File: src/hw/emm_defines.svh
// Constants of the Ethernet MAC: register offsets, field positions, frame constants and timing counts.
// Behaviour
// - MII and RMII at 10/100, RGMII at 10/100/1000 with 4-bit data.
// - MII mode uses the whole pin set: 4-bit data, enables, errors, clocks, management.
// - RMII uses data bits 0 and 1, valid doubles as carrier, management clock general.
// - RGMII receive valid carries valid XOR error on the falling receive clock edge.
// - RGMII clocks are synchronous references; transmit error, carrier, collision unused.
// - Management uses a two-way data pin and a clock output driven here.
// - Enabled and watermark reached: assert transmit enable, send preamble, delimiter, data.
// - Transmission waits while carrier sense shows the network busy.
// - Carrier idle must hold 60 bit times, then 36 more before sending.
// - Starting a transmission raises the transmit buffer and frame events.
// - Enabled receiver checks preamble and delimiter, strips them or drops the frame.
// - Zero or more preamble bytes then the delimiter; a 00 pair drops the frame.
// - Destination address is recognised once six frame bytes have arrived.
// - Address, CRC, short and long frame checks run on every frame unaided.
// - A 32-bit status word with length and flags follows each received frame that finds room in the receive FIFO.
// - Receive activity raises the receive buffer and frame events.
// - Frame end sets last, writes status, clears empty and raises frame event, all in the same cycle.
// - Interrupt is high while any event bit and its mask bit are set.
// - Writing one clears an event bit, zero leaves it; reset clears all.
// - Twelve events in normal, network error and internal error groups.
// - CRC and overrun errors are also counted in statistics counters.
// - Data and registers are little-endian: lowest byte first.
`ifndef EMM_DEFINES_SVH
`define EMM_DEFINES_SVH
`define EMM_OFF_CTRL      8'h00
`define EMM_OFF_EVT       8'h04
`define EMM_OFF_MASK      8'h08
`define EMM_OFF_WMARK     8'h0C
`define EMM_OFF_TXDATA    8'h10
`define EMM_OFF_RXDATA    8'h14
`define EMM_OFF_RXSTAT    8'h18
`define EMM_OFF_DESC      8'h1C
`define EMM_OFF_ADDRLO    8'h20
`define EMM_OFF_ADDRHI    8'h24
`define EMM_OFF_MDIO      8'h28
`define EMM_OFF_STCRC     8'h2C
`define EMM_OFF_STOVR     8'h30
`define EMM_CTRL_EN       0
`define EMM_CTRL_GPO      1
`define EMM_EV_GRACEFUL   0
`define EMM_EV_TX_FRAME   1
`define EMM_EV_TX_BUF     2
`define EMM_EV_RX_FRAME   3
`define EMM_EV_RX_BUF     4
`define EMM_EV_HEARTBEAT  5
`define EMM_EV_BABBLE_RX  6
`define EMM_EV_BABBLE_TX  7
`define EMM_EV_LATE_COL   8
`define EMM_EV_RETRY      9
`define EMM_EV_BUS_ERR    10
`define EMM_EV_UNDERRUN   11
`define EMM_ST_TRUNC      24
`define EMM_ST_OVERRUN    25
`define EMM_ST_CRCERR     26
`define EMM_ST_NONOCTET   27
`define EMM_ST_LENVIOL    28
`define EMM_ST_MCAST      29
`define EMM_ST_BCAST      30
`define EMM_ST_MISS       31
`define EMM_DESC_EMPTY    15
`define EMM_DESC_LAST     11
`define EMM_RXS_HEAD      8
`define EMM_RXS_TXCNT     16
`define EMM_MDIO_BUSY     31
`define EMM_FIFO_DEPTH    16
`define EMM_FIFO_FULL     5'h10
`define EMM_PRE_BYTE      8'h55
`define EMM_SFD_BYTE      8'hD5
`define EMM_PRE_BYTES     3'h7
`define EMM_GAP_CHECK     7'h3C
`define EMM_GAP_TOTAL     7'h60
`define EMM_MIN_FRAME     16'h0040
`define EMM_MAX_FRAME     16'h05EE
`define EMM_CRC_POLY      32'hEDB88320
`define EMM_CRC_RESIDUE   32'hDEBB20E3
`define EMM_CLK_NS        10
`define EMM_MDC_HALF_NS   200
`define EMM_MDC_HALF_CYC  ((`EMM_MDC_HALF_NS + `EMM_CLK_NS - 1) / `EMM_CLK_NS)
`define EMM_MDIO_BITS     6'h20
`define EMM_MDIO_TA_CNT   6'h12
`define EMM_MDIO_DATA_CNT 6'h10
`endif

File: src/hw/emm_pkg.sv
// Types of the Ethernet MAC: modes, states, pin groups and the state record.
`default_nettype none
`include "emm_defines.svh"
package emm_pkg;
  typedef enum logic [1:0] {EMM_MII = 2'h0, EMM_RMII = 2'h1, EMM_RGMII = 2'h2} emm_mode_t;
  typedef enum logic [1:0] {EMM_10M = 2'h0, EMM_100M = 2'h1, EMM_1000M = 2'h2} emm_speed_t;
  typedef enum logic [2:0] {TX_IDLE = 3'h1, TX_PRE = 3'h2, TX_DATA = 3'h4} emm_txst_t;
  typedef enum logic [3:0] {RX_IDLE = 4'h1, RX_HDR = 4'h2, RX_DATA = 4'h4, RX_DROP = 4'h8} emm_rxst_t;
  typedef struct packed {logic en; logic er; logic [3:0] d;} emm_txpins_t;
  typedef struct packed {
    logic tx_clk; logic rx_clk; logic ref_clk; logic carrier; logic col;
    logic rx_valid; logic rx_error; logic [3:0] rxd; logic mdio;
  } emm_pins_t;
  typedef struct packed {
    emm_pins_t s1; emm_pins_t s2; logic tclk_d; logic rclk_d;
    logic mac_en; logic gpo; logic [11:0] flags; logic [11:0] mask; logic [4:0] wmark; logic [47:0] addr;
    logic [`EMM_FIFO_DEPTH-1:0][8:0] tx_frame_event; logic [3:0] twp; logic [3:0] trp; logic [4:0] tcnt;
    logic [`EMM_FIFO_DEPTH-1:0][31:0] rx_frame_event; logic [`EMM_FIFO_DEPTH-1:0] rtag;
    logic [3:0] rwp; logic [3:0] rrp; logic [4:0] rcnt;
    emm_txst_t txst; logic [6:0] gap; logic [7:0] tsh; logic [1:0] tnib; logic [2:0] pre_cnt;
    logic tlast; logic [15:0] tlen; emm_txpins_t txo;
    emm_rxst_t rxst; logic [7:0] rsh; logic [1:0] rnib; logic [15:0] rlen; logic [31:0] crc; logic [47:0] da;
    logic miss; logic bcast; logic mcast; logic ovr; logic trunc; logic rerr; logic rg_dv; logic rg_err;
    logic desc_last; logic desc_empty; logic [7:0] desc_stat; logic [15:0] cnt_crc; logic [15:0] cnt_ovr;
    logic [31:0] md_sh; logic [5:0] md_cnt; logic [4:0] md_div; logic mdc; logic md_out;
    logic md_busy; logic md_read; logic [15:0] md_rd; logic [31:0] prdata; logic rd_ok;
  } emm_state_t;
endpackage
`default_nettype wire

File: src/hw/emm_mac.sv
// Ethernet MAC with MII, RMII and RGMII pins, management port and APB registers.
//
// Added by the designer: the APB slave port and the address map.
`default_nettype none
`include "emm_defines.svh"
module emm_mac import emm_pkg::*; (
  // APB slave
  input  wire logic       pclk,
  input  wire logic       presetn,
  input  wire logic       psel,
  input  wire logic       penable,
  input  wire logic       pwrite,
  input  wire logic [7:0] paddr,
  input  wire logic [31:0] pwdata,
  output var  logic [31:0] prdata,
  output var  logic       pready,
  output var  logic       pslverr,
  // Static configuration
  input  wire emm_mode_t  mode_sel,
  input  wire emm_speed_t speed_sel,
  // Link clocks
  input  wire logic       tx_clk_pin,
  input  wire logic       rx_clk_pin,
  input  wire logic       ref_clk_pin,
  // Link transmit
  output var  logic       tx_en_pin,
  output var  logic       tx_error_pin,
  output var  logic [3:0] txd_pin,
  // Link receive
  input  wire logic       carrier_sense_pin,
  input  wire logic       col_pin,
  input  wire logic       rx_valid_pin,
  input  wire logic       rx_error_pin,
  input  wire logic [3:0] rxd_pin,
  // Management
  output var  logic       mdc_pin,
  output var  logic       mdio_o,
  output var  logic       mdio_oe,
  input  wire logic       mdio_i,
  // Interrupt
  output var  logic       irq
);
  emm_state_t st;
  emm_state_t n;
  emm_rxst_t  rcur;
  logic        rmii, rgmii, gig, tclk, rclk, tx_stb, rx_stb, r_fall, carrier, rx_dv, rx_er, pair00;
  logic        acc, wr, tx_push, tx_pop, rx_push, rx_pop, rx_ptag, byte_done;
  logic [1:0]  last_nib;
  logic [7:0]  rsh_n;
  logic [11:0] evt_set, evt_clr;
  logic [31:0] rdata, rx_pdata, stat;

  function automatic logic emm_mapped(input logic [7:0] a);
    case (a)
      `EMM_OFF_CTRL, `EMM_OFF_EVT, `EMM_OFF_MASK, `EMM_OFF_WMARK, `EMM_OFF_TXDATA, `EMM_OFF_RXDATA,
      `EMM_OFF_RXSTAT, `EMM_OFF_DESC, `EMM_OFF_ADDRLO, `EMM_OFF_ADDRHI, `EMM_OFF_MDIO,
      `EMM_OFF_STCRC, `EMM_OFF_STOVR: emm_mapped = 1'b1;
      default: emm_mapped = 1'b0;
    endcase
  endfunction

  // Reflected CRC-32, one byte, least significant bit first.
  function automatic logic [31:0] emm_crc_byte(input logic [31:0] c, input logic [7:0] b);
    logic [31:0] r;
    r = c;
    for (int i = 0; i < 8; i++) begin
      r = (r[0] ^ b[i]) ? ((r >> 1) ^ `EMM_CRC_POLY) : (r >> 1);
    end
    return r;
  endfunction

  assign pready  = 1'b1;
  assign prdata  = st.prdata;
  assign pslverr = acc & ~emm_mapped(paddr);
  assign irq     = |(st.flags & st.mask);
  assign tx_en_pin    = st.txo.en;
  assign tx_error_pin = st.txo.er & ~rmii & ~rgmii;
  assign txd_pin      = st.txo.d;
  assign mdc_pin = rmii ? st.gpo : st.mdc;
  assign mdio_o  = st.md_out;
  assign mdio_oe = st.md_busy & ~(st.md_read & (st.md_cnt < `EMM_MDIO_TA_CNT));

  always_comb begin
    n = st;
    rmii = (mode_sel == EMM_RMII);
    rgmii = (mode_sel == EMM_RGMII);
    gig = rgmii & (speed_sel == EMM_1000M);
    tclk = rmii ? st.s2.ref_clk : st.s2.tx_clk;
    rclk = rmii ? st.s2.ref_clk : st.s2.rx_clk;
    r_fall = ~rclk & st.rclk_d;
    tx_stb = (tclk & ~st.tclk_d) | (gig & ~tclk & st.tclk_d);
    rx_stb = (rclk & ~st.rclk_d) | (gig & r_fall);
    last_nib = rmii ? 2'h3 : 2'h1;
    carrier = rmii ? st.s2.rx_valid : (rgmii ? 1'b0 : st.s2.carrier);
    rx_dv = (rgmii & r_fall) ? st.rg_dv : st.s2.rx_valid;
    rx_er = rgmii ? st.rg_err : st.s2.rx_error;
    pair00 = (st.s2.rxd[1:0] == 2'h0) | (~rmii & (st.s2.rxd[3:2] == 2'h0));
    rsh_n = rmii ? {st.s2.rxd[1:0], st.rsh[7:2]} : {st.s2.rxd, st.rsh[7:4]};
    byte_done = (st.rnib == last_nib);
    acc = psel & penable;
    wr = acc & pwrite & emm_mapped(paddr);
    tx_push = 1'b0;
    tx_pop = 1'b0;
    rx_push = 1'b0;
    rx_pop = 1'b0;
    rx_ptag = 1'b0;
    rx_pdata = 32'h0;
    stat = 32'h0;
    evt_set = 12'h0;
    evt_clr = 12'h0;
    rdata = 32'h0;
    rcur = st.rxst;
    // Pin synchronisers and edge history.
    n.s1 = {tx_clk_pin, rx_clk_pin, ref_clk_pin, carrier_sense_pin, col_pin,
            rx_valid_pin, rx_error_pin, rxd_pin, mdio_i};
    n.s2 = st.s1;
    n.tclk_d = tclk;
    n.rclk_d = rclk;
    // Register read data is captured in the setup cycle.
    case (paddr)
      `EMM_OFF_CTRL: begin
        rdata[`EMM_CTRL_EN] = st.mac_en;
        rdata[`EMM_CTRL_GPO] = st.gpo;
      end
      `EMM_OFF_EVT:    rdata[11:0] = st.flags;
      `EMM_OFF_MASK:   rdata[11:0] = st.mask;
      `EMM_OFF_WMARK:  rdata[4:0] = st.wmark;
      `EMM_OFF_RXDATA: rdata = (st.rcnt != 5'h0) ? st.rx_frame_event[st.rrp] : 32'h0;
      `EMM_OFF_RXSTAT: begin
        rdata[4:0] = st.rcnt;
        rdata[`EMM_RXS_HEAD] = st.rtag[st.rrp] & (st.rcnt != 5'h0);
        rdata[`EMM_RXS_TXCNT +: 5] = st.tcnt;
      end
      `EMM_OFF_DESC: begin
        rdata[7:0] = st.desc_stat;
        rdata[`EMM_DESC_LAST] = st.desc_last;
        rdata[`EMM_DESC_EMPTY] = st.desc_empty;
      end
      `EMM_OFF_ADDRLO: rdata = st.addr[31:0];
      `EMM_OFF_ADDRHI: rdata[15:0] = st.addr[47:32];
      `EMM_OFF_MDIO: begin
        rdata[15:0] = st.md_rd;
        rdata[`EMM_MDIO_BUSY] = st.md_busy;
      end
      `EMM_OFF_STCRC: rdata[15:0] = st.cnt_crc;
      `EMM_OFF_STOVR: rdata[15:0] = st.cnt_ovr;
      default: rdata = 32'h0;
    endcase
    if (psel & ~penable) begin
      n.prdata = rdata;
      n.rd_ok = (st.rcnt != 5'h0);
    end
    // Register writes take effect at the access edge.
    if (wr) begin
      case (paddr)
        `EMM_OFF_CTRL: begin
          n.mac_en = pwdata[`EMM_CTRL_EN];
          n.gpo = pwdata[`EMM_CTRL_GPO];
        end
        `EMM_OFF_EVT:    evt_clr = pwdata[11:0];
        `EMM_OFF_MASK:   n.mask = pwdata[11:0];
        `EMM_OFF_WMARK:  n.wmark = pwdata[4:0];
        `EMM_OFF_TXDATA: begin
          if (st.tcnt == `EMM_FIFO_FULL) evt_set[`EMM_EV_BUS_ERR] = 1'b1;
          else tx_push = 1'b1;
        end
        `EMM_OFF_DESC:   if (pwdata[`EMM_DESC_EMPTY]) n.desc_empty = 1'b1;
        `EMM_OFF_ADDRLO: n.addr[31:0] = pwdata;
        `EMM_OFF_ADDRHI: n.addr[47:32] = pwdata[15:0];
        `EMM_OFF_MDIO: begin
          if (!st.md_busy) begin
            n.md_sh = pwdata;
            n.md_cnt = `EMM_MDIO_BITS;
            n.md_busy = 1'b1;
            n.md_read = (pwdata[29:28] == 2'h2);
            n.md_div = 5'h0;
            n.mdc = 1'b0;
          end
        end
        default: n.mac_en = st.mac_en;
      endcase
    end
    if (acc & ~pwrite & (paddr == `EMM_OFF_RXDATA) & st.rd_ok) rx_pop = 1'b1;
    // Transmitter, one data unit per link clock strobe.
    if (tx_stb) begin
      if (st.txst == TX_IDLE) begin
        n.txo = '0;
        if (carrier && st.gap < `EMM_GAP_CHECK) n.gap = 7'h0;
        else if (st.gap < `EMM_GAP_TOTAL) n.gap = st.gap + (rmii ? 7'h02 : 7'h04);
        if (st.mac_en && st.tcnt != 5'h0 && st.tcnt >= st.wmark && st.gap >= `EMM_GAP_TOTAL) begin
          n.txst = TX_PRE;
          n.tsh = `EMM_PRE_BYTE;
          n.tnib = 2'h0;
          n.pre_cnt = 3'h0;
          n.tlen = 16'h0;
          evt_set[`EMM_EV_TX_FRAME] = 1'b1;
          evt_set[`EMM_EV_TX_BUF] = 1'b1;
        end
      end else begin
        n.txo.en = 1'b1;
        n.txo.er = 1'b0;
        n.txo.d = rmii ? {2'h0, st.tsh[1:0]} : st.tsh[3:0];
        n.tsh = rmii ? (st.tsh >> 2) : (st.tsh >> 4);
        n.tnib = st.tnib + 2'h1;
        if (st.tnib == last_nib) begin
          n.tnib = 2'h0;
          if (st.txst == TX_PRE && st.pre_cnt != `EMM_PRE_BYTES) begin
            n.pre_cnt = st.pre_cnt + 3'h1;
            n.tsh = (st.pre_cnt == `EMM_PRE_BYTES - 3'h1) ? `EMM_SFD_BYTE : `EMM_PRE_BYTE;
          end else if (st.txst == TX_DATA && st.tlast) begin
            n.txst = TX_IDLE;
            n.gap = 7'h0;
          end else if (st.tcnt == 5'h0) begin
            n.txst = TX_IDLE;
            n.gap = 7'h0;
            n.txo.er = 1'b1;
            evt_set[`EMM_EV_UNDERRUN] = 1'b1;
          end else begin
            n.txst = TX_DATA;
            {n.tlast, n.tsh} = st.tx_frame_event[st.trp];
            tx_pop = 1'b1;
            n.tlen = st.tlen + 16'h1;
            if (st.tlen >= `EMM_MAX_FRAME) evt_set[`EMM_EV_BABBLE_TX] = 1'b1;
          end
        end
      end
    end
    if (!rmii && !rgmii && st.s2.col && st.txst == TX_DATA && st.tlen >= `EMM_MIN_FRAME)
      evt_set[`EMM_EV_LATE_COL] = 1'b1;
    // Receiver; RGMII control carries valid then valid XOR error.
    if (rgmii && rclk && !st.rclk_d) n.rg_dv = st.s2.rx_valid;
    if (rgmii && r_fall) n.rg_err = st.s2.rx_valid ^ st.rg_dv;
    if (rx_stb) begin
      if (st.rxst == RX_IDLE && rx_dv && st.mac_en) rcur = RX_HDR;
      case (rcur)
        RX_IDLE: n.rxst = RX_IDLE;
        RX_HDR: begin
          n.rxst = RX_HDR;
          if (!rx_dv) n.rxst = RX_IDLE;
          else if (pair00) n.rxst = RX_DROP;
          else begin
            n.rsh = rsh_n;
            n.rnib = byte_done ? 2'h0 : st.rnib + 2'h1;
            if (byte_done && rsh_n == `EMM_SFD_BYTE) begin
              n.rxst = RX_DATA;
              n.crc = 32'hFFFFFFFF;
              n.rlen = 16'h0;
              {n.miss, n.bcast, n.mcast, n.ovr, n.trunc, n.rerr} = 6'h0;
            end else if (byte_done && rsh_n != `EMM_PRE_BYTE) n.rxst = RX_DROP;
          end
        end
        RX_DATA: begin
          if (rx_dv) begin
            n.rsh = rsh_n;
            n.rnib = byte_done ? 2'h0 : st.rnib + 2'h1;
            if (rx_er) n.rerr = 1'b1;
            if (byte_done) begin
              n.crc = emm_crc_byte(st.crc, rsh_n);
              n.rlen = st.rlen + 16'h1;
              if (st.rlen < 16'h6) n.da = {rsh_n, st.da[47:8]};
              if (st.rlen == 16'h5) begin
                n.bcast = &{rsh_n, st.da[47:8]};
                n.mcast = st.da[8] & ~n.bcast;
                n.miss = ({rsh_n, st.da[47:8]} != st.addr) & ~n.bcast;
              end
              if (st.rlen >= `EMM_MAX_FRAME) n.trunc = 1'b1;
              else if (st.rcnt == `EMM_FIFO_FULL) n.ovr = 1'b1;
              else begin
                rx_push = 1'b1;
                rx_pdata = {24'h0, rsh_n};
              end
              evt_set[`EMM_EV_RX_BUF] = 1'b1;
            end
          end else begin
            stat[15:0] = st.rlen;
            stat[`EMM_ST_MISS] = st.miss;
            stat[`EMM_ST_BCAST] = st.bcast;
            stat[`EMM_ST_MCAST] = st.mcast;
            stat[`EMM_ST_LENVIOL] = (st.rlen > `EMM_MAX_FRAME) | (st.rlen < `EMM_MIN_FRAME);
            stat[`EMM_ST_NONOCTET] = (st.rnib != 2'h0);
            stat[`EMM_ST_CRCERR] = (st.crc != `EMM_CRC_RESIDUE) | st.rerr;
            stat[`EMM_ST_OVERRUN] = st.ovr | (st.rcnt == `EMM_FIFO_FULL);
            stat[`EMM_ST_TRUNC] = st.trunc;
            if (st.rcnt != `EMM_FIFO_FULL) begin
              rx_push = 1'b1;
              rx_ptag = 1'b1;
              rx_pdata = stat;
            end
            n.desc_last = 1'b1;
            n.desc_stat = stat[31:24];
            n.desc_empty = 1'b0;
            evt_set[`EMM_EV_RX_FRAME] = 1'b1;
            evt_set[`EMM_EV_RX_BUF] = 1'b1;
            if (st.rlen > `EMM_MAX_FRAME) evt_set[`EMM_EV_BABBLE_RX] = 1'b1;
            if (stat[`EMM_ST_CRCERR]) n.cnt_crc = st.cnt_crc + 16'h1;
            if (stat[`EMM_ST_OVERRUN]) n.cnt_ovr = st.cnt_ovr + 16'h1;
            n.rxst = RX_IDLE;
          end
        end
        RX_DROP: n.rxst = rx_dv ? RX_DROP : RX_IDLE;
        default: n.rxst = RX_IDLE;
      endcase
    end
    // Management frame: shift out on MDC fall, sample on MDC rise.
    if (st.md_busy) begin
      if (st.md_div == 5'(`EMM_MDC_HALF_CYC - 1)) begin
        n.md_div = 5'h0;
        n.mdc = ~st.mdc;
        if (st.mdc) begin
          if (st.md_cnt == 6'h0) n.md_busy = 1'b0;
          else begin
            n.md_out = st.md_sh[31];
            n.md_sh = {st.md_sh[30:0], 1'b0};
            n.md_cnt = st.md_cnt - 6'h1;
          end
        end else if (st.md_read && st.md_cnt < `EMM_MDIO_DATA_CNT) begin
          n.md_rd = {st.md_rd[14:0], st.s2.mdio};
        end
      end else n.md_div = st.md_div + 5'h1;
    end
    // FIFO pointers.
    if (tx_push) begin
      n.tx_frame_event[st.twp] = {pwdata[8], pwdata[7:0]};
      n.twp = st.twp + 4'h1;
    end
    if (tx_pop) n.trp = st.trp + 4'h1;
    n.tcnt = st.tcnt + {4'h0, tx_push} - {4'h0, tx_pop};
    if (rx_push) begin
      n.rx_frame_event[st.rwp] = rx_pdata;
      n.rtag[st.rwp] = rx_ptag;
      n.rwp = st.rwp + 4'h1;
    end
    if (rx_pop) n.rrp = st.rrp + 4'h1;
    n.rcnt = st.rcnt + {4'h0, rx_push} - {4'h0, rx_pop};
    n.flags = (st.flags & ~evt_clr) | evt_set;
  end

  always_ff @(posedge pclk or negedge presetn) begin
    if (!presetn) begin
      st <= '0;
      st.txst <= TX_IDLE;
      st.rxst <= RX_IDLE;
    end else begin
      st <= n;
    end
  end
endmodule
`default_nettype wire

File: config.mk
export PLATFORM = sky130hd
export DESIGN_NAME = emm_mac
export DESIGN_NICKNAME = d
export VERILOG_FILES = /design/src/hw/emm_pkg.sv /design/src/hw/emm_mac.sv
export VERILOG_INCLUDE_DIRS = /design/src /design/src/hw
export SDC_FILE = /design/constraint.sdc
export NUM_CORES = 2
export LEC_CHECK = 0
export ABC_CLOCK_PERIOD_IN_PS = 3400
export BUFFER_PORTS_ARGS = -buffer_cell sky130_fd_sc_hd__buf_2
export CORE_ASPECT_RATIO = 0.75
export CORE_MARGIN = 5
export CORE_UTILIZATION = 50
export CTS_CLUSTER_DIAMETER = 120
export DETAILED_ROUTE_END_ITERATION = 7
export PLACE_DENSITY_LB_ADDON = 0.05
export SETUP_SLACK_MARGIN = 0.15
export SLEW_MARGIN = 15
export SYNTH_ARGS = -nofsm -noshare
export SYNTH_HDL_FRONTEND = slang
export SYNTH_SLANG_ARGS = --single-unit
File: constraint.sdc
create_clock -name pclk -period 3.4 [get_ports pclk]
set_clock_uncertainty 0.2 [all_clocks]
set_input_delay 0.17 -clock pclk [delete_from_list [all_inputs] [get_ports pclk]]
set_output_delay 0.17 -clock pclk [all_outputs]
set_load 0.1 [all_outputs]
-- Word-level counts from Yosys, hierarchy flattened
Memories as Yosys holds them, arrays and structs flattened.
Index checks and enable logic that the tools add are counted.
- ROM bits: 128
- logic and storage cells: 507
- register bits: 1105
- memories: 2
- eq/ne operators: 52
- bitwise logic cells: 70
- $add $sub $neg: 18
- reductions and logical operators: 66
- multiplexer cells: 176
- order comparisons: 18
- memories (memory ; depth ; bits a word ; read ports ; clocked after Yosys merged registers in ; write ports ; RTL line ; source):
    (name not given) ; 64 ; 1 ; 1 ; 0 ; 0 ; emm_mac.sv:54 ; case (a)
    (name not given) ; 64 ; 1 ; 1 ; 0 ; 0 ; emm_mac.sv:54 ;
- operators by type and width (cell ; count):
    2-to-1 mux 32 bit ; 17
    bitwise mux 512 bit ; 1
    bitwise mux 144 bit ; 1
    2-to-1 mux 44 bit ; 3
    binary-select mux 32 bit (select 4 bit) ; 1
    demux 32 bit (select 4 bit) ; 1
    2-to-1 mux 41 bit ; 3
    2-to-1 mux 58 bit ; 2
    one-hot mux 58 bit (2 select lines) ; 1
    2-to-1 mux 38 bit ; 3
    2-to-1 mux 112 bit ; 1
    inverter 13 -> 14 bit ; 8
    2-to-1 mux 101 bit ; 1
    2-to-1 mux 48 bit ; 2
    2-to-1 mux 1 bit ; 65
    adder 16 x 1 -> 16 bit (second input constant) ; 4
    2-to-1 mux 17 bit ; 3
    2-to-1 mux 16 bit ; 3
    2-to-1 mux 8 bit ; 6
    != test 48 bit ; 1
    AND reduction 48 bit ; 1
    2-to-1 mux 46 bit ; 1
    == test 8 x 6 -> 1 bit (second input constant) ; 5
    2-to-1 mux 40 bit ; 1
    97 further kinds ; 265

-- Longest topological paths before layout
- word-level depth: 21
- mapped depth: 20
- gate-level depth less buffers: 18

-- Worst setup path after synthesis
No wires, ideal clock.
- path kind: input to output
- from: input port mode_sel[1]
- to: output port tx_error_pin
- cell stages on the path: 7
- path slack: -0.413 ns
- arrival time: 3.443 ns
- buffers on the path: 4
- cell sequence: inv_1 ha_1 buf_6 buf_4 buf_1 clkbuf_1 nor3b_1
- word-level cells in the longest chain between the ends: 4
- elaborated cells on any way between the ends: 6
- RTL lines (element ; RTL line ; source):
    from (decl) ; emm_mac.sv:19 ; input wire emm_mode_t mode_sel,
    == test 2 x 1 -> 1 bit ; emm_mac.sv:85 ; rmii = (mode_sel == EMM_RMII);
    inverter 1 bit ; emm_mac.sv:77 ; assign tx_error_pin = st.txo.er & ~rmii & ~rgmii;
    AND 1 bit ; emm_mac.sv:77 ;
    AND 1 bit * ; emm_mac.sv:77 ;
    to (decl) ; emm_mac.sv:27 ; output var logic tx_error_pin,
Mark *: on every way between the ends. The rest lies on a longest branch, timed or not.

==> results.md <==
- Synth unique cells: 92
- Core Area: 0.0910 mm2
- Placed Cells: 5292
- Sink Count: 966
- Cell Count, Final, Fillers Out: 5555
- Setup crit start kind: register
- Initial antenna violation count: 2
- Die Wd: 359 um
- Site Rows: 96
- Final HPWL DP: 89300 um
- Critical Path AT: 3.52 ns
- Min-Delay Path Class: input pin to register
- Slew Limit Fails: 0
- Fin worst setup slack: 0.258 ns
- Final hold vios: 0
- Clk_lat worst skew: 0.68 ns
- RSZ-0062 raised after global routing: yes
- Synth Register Bits: 966
- CP Class: register to register
- FMAX: 318 MHz
- Synth Area per Inst: 11.2 um2
- CTS H-tree depth: 3
- Top area cells in the synthesized netlist: dfrtp_1 53%, mux4_2 7.7%, mux2_2 6.9%, nand2_1 5.6%, o21ai_0 5.4%
- Final Net Count: 4347
- Simple-gate share of the synthesized area: 0.117
- Max-capacitance violation count: 0
- DIE AREA: 0.0976 mm2
- Req. time, crit path: 3.78 ns
- Mux cell area share after synthesis: 0.158
- P&R area growth vs syn: 15.1%
- Tcrit/Tclk final: 0.924
- # setup viols final: 0
- Post-route ant nets: 0
- Clock Pin Slew Worst Setup and Hold Paths: 0.06 ns
- CTS tree: yes
- Global-route congestion overflow total: 0
- Vert. Die Dim: 272 um
- Number of port buffers: 103
- Root buf cell: clkbuf_16
- Synth Area in Compound Gates: 0.108
- Worst slack, placed: -0.0711 ns
- Clock Tree Buf Depth: 3
- Lkg Pwr: 0.0236 uW
- Most common cell in the netlist: dfrtp_1
- Slew headroom: 0.325
- Largest family of logic cells by synthesized area: multiplexers
- CP Capture Type: register
- WL final: 131000 um
- Post-Syn Area: 0.0457 mm2
- Synth warn: 0
- Power Density: 509 mW/mm2
- Drt via density: 5.82
- Tot GR Track Use: 0.269
- Actual slew at the worst max-slew pin: 1.01 ns
- CP max FO: 3
- Commonest cells post-synth: 964 x dfrtp_1, 684 x nand2_1, 495 x o21ai_0
- Starting Density: 0.502
- First-pass DRT Iterations: 6
- Share of cells above drive strength 1: 0.226
- DR WL/cell: 23.6 um
- Yosys top cell by area: dfrtp_1
- Residual DRC: 0
- Run status: completed
- Post-Syn Instances: 4097
- I/O pins: 105
- Crit path from: st[845]
- Post-synthesis sequential area ratio: 0.529
- CTS Buf Count: 98
- Adder-Cell Fraction of Synth Area: 0.0131
- Vias in the first global route: 31600
- Reg-to-reg startpoint: st[845]
- Vias: 32300
- Syn nets: 4204
- Hold Startpoint: paddr[7]
- Fin crit period: 3.14 ns
- EDFF count, synth: 0
- Worst vdd ir: 0.362 mV
- Largest net degree at the start of global routing: 90
- FFs w/ async S/R, synth: 1.00
- Top cell type's share of synthesized area: 0.528
- DR iter-0 viols: 3121
- Synth Area in XOR/XNOR: 0.0398
- First-pass GRT wire length: 203000 um
- Final Wtd Congestion: 0.908
- Main synth FF type: dfrtp_1
-- power breakdown --
group | total, uW | internal, uW | leakage (uW) | switching (uW)
registers | 12100 | 11700 | 0.0131 | 358
clock network | 12000 | 7220 | 0.00177 | 4770
logic | 2650 | 1030 | 0.00876 | 1620
total | 26700 | 20000 | 0.0236 | 6740
-- layout make-up --
cell class | instances | area (um2)
fill | 7882 | 38500
antenna | 6 | 15.0
tap | 1225 | 1530
clock inverter | 52 | 788
multi-input combinational | 2761 | 20100
timing repair buffer | 352 | 2930
sequential | 966 | 24200
clock buffer | 132 | 2820
inverter | 61 | 229
-- layout by cell type (no fill, tap or decap), types with 70 or more instances in the layout --
master / synthesis / routed
a21oi_1: 80 / 80
buf_2: 49 / 102
buf_4: 43 / 150
clkbuf_16: 0 / 99
dfrtp_1: 964 / 959
dlygate4sd3_1: 0 / 70
mux2_2: 281 / 281
mux4_2: 157 / 157
nand2_1: 684 / 683
nor2_1: 188 / 186
o21ai_0: 495 / 495
xnor2_1: 125 / 125
-- worst max-delay path: stages (launching register included) --
cell and delay [ns]:
dfrtp_1 0.38, inv_1 0.07, ha_1 0.21, nor4b_1 0.15, buf_4 0.15, or2_2 0.28
nor2_2 0.14, nand2_1 0.09, nor2_2 0.15, ha_1 0.14, inv_1 0.04, ha_1 0.20
fa_1 0.41, a21oi_1 0.17, nor2_1 0.05, nor2_1 0.11, xnor2_1 0.13
-- kinds of logic after synthesis --
family,Yosys count
compound gates,845
xor+xnor,196
fa+ha+maj,46
buf+inv,370
flops,966
mux,483
other cells,1
simple gates,1190
-- state kept, by name, summed over array words and instances, names as in the netlist --
register   cells
tx_en_pin      1
prdata        32
txd_pin        4
st           916
mdio_o         1
n             12
-- routing by layer --
layer / GRT usage / vias to the layer above / part of all wire
met5: 0 / - / 0
met1: 0.438 / 16500 / 0.50
met2: 0.375 / 878 / 0.41
met4: 0.0555 / 0 / 0.020
met3: 0.0485 / 171 / 0.065
li1: - / 14800 / -
-- timing repair --
action | in CTS | in global routing
setup endpoints to repair | 40 | 12
endpoints found under the hold margin | 1156 | 0
resized for setup | 1 | 3
hold buffers | 71 | 0
buffers inserted | 0 | 2
-- through the flow --
step                area, um2  TNS, ns  hold WS [ns]   util  power [uW]
finish                  52600        0        0.0613  0.577       26700
CTS                     52500        0       0.00588  0.577       26900
detailed placement      48200    -1.88        0.0180  0.529       14900
global placement        48200        0        0.0211  0.529       14800
floorplan               45800        0        -0.326      -       13900
global route            52600        0        0.0799  0.577       27700
-- final timing paths --
check	endpoint	depth (start not counted)	slack [ns]
setup / recovery	st[847]	16	0.26
hold / removal	prdata[8]	6	0.06
setup reg to reg	st[847]	16	0.26
hold reg to reg	st[1088]	0	0.15
max in group asynchronous	st[655]	3	2.24
min in group asynchronous	st[777]	3	0.20
No activity file was read; power rests on OpenSTA's default activity.
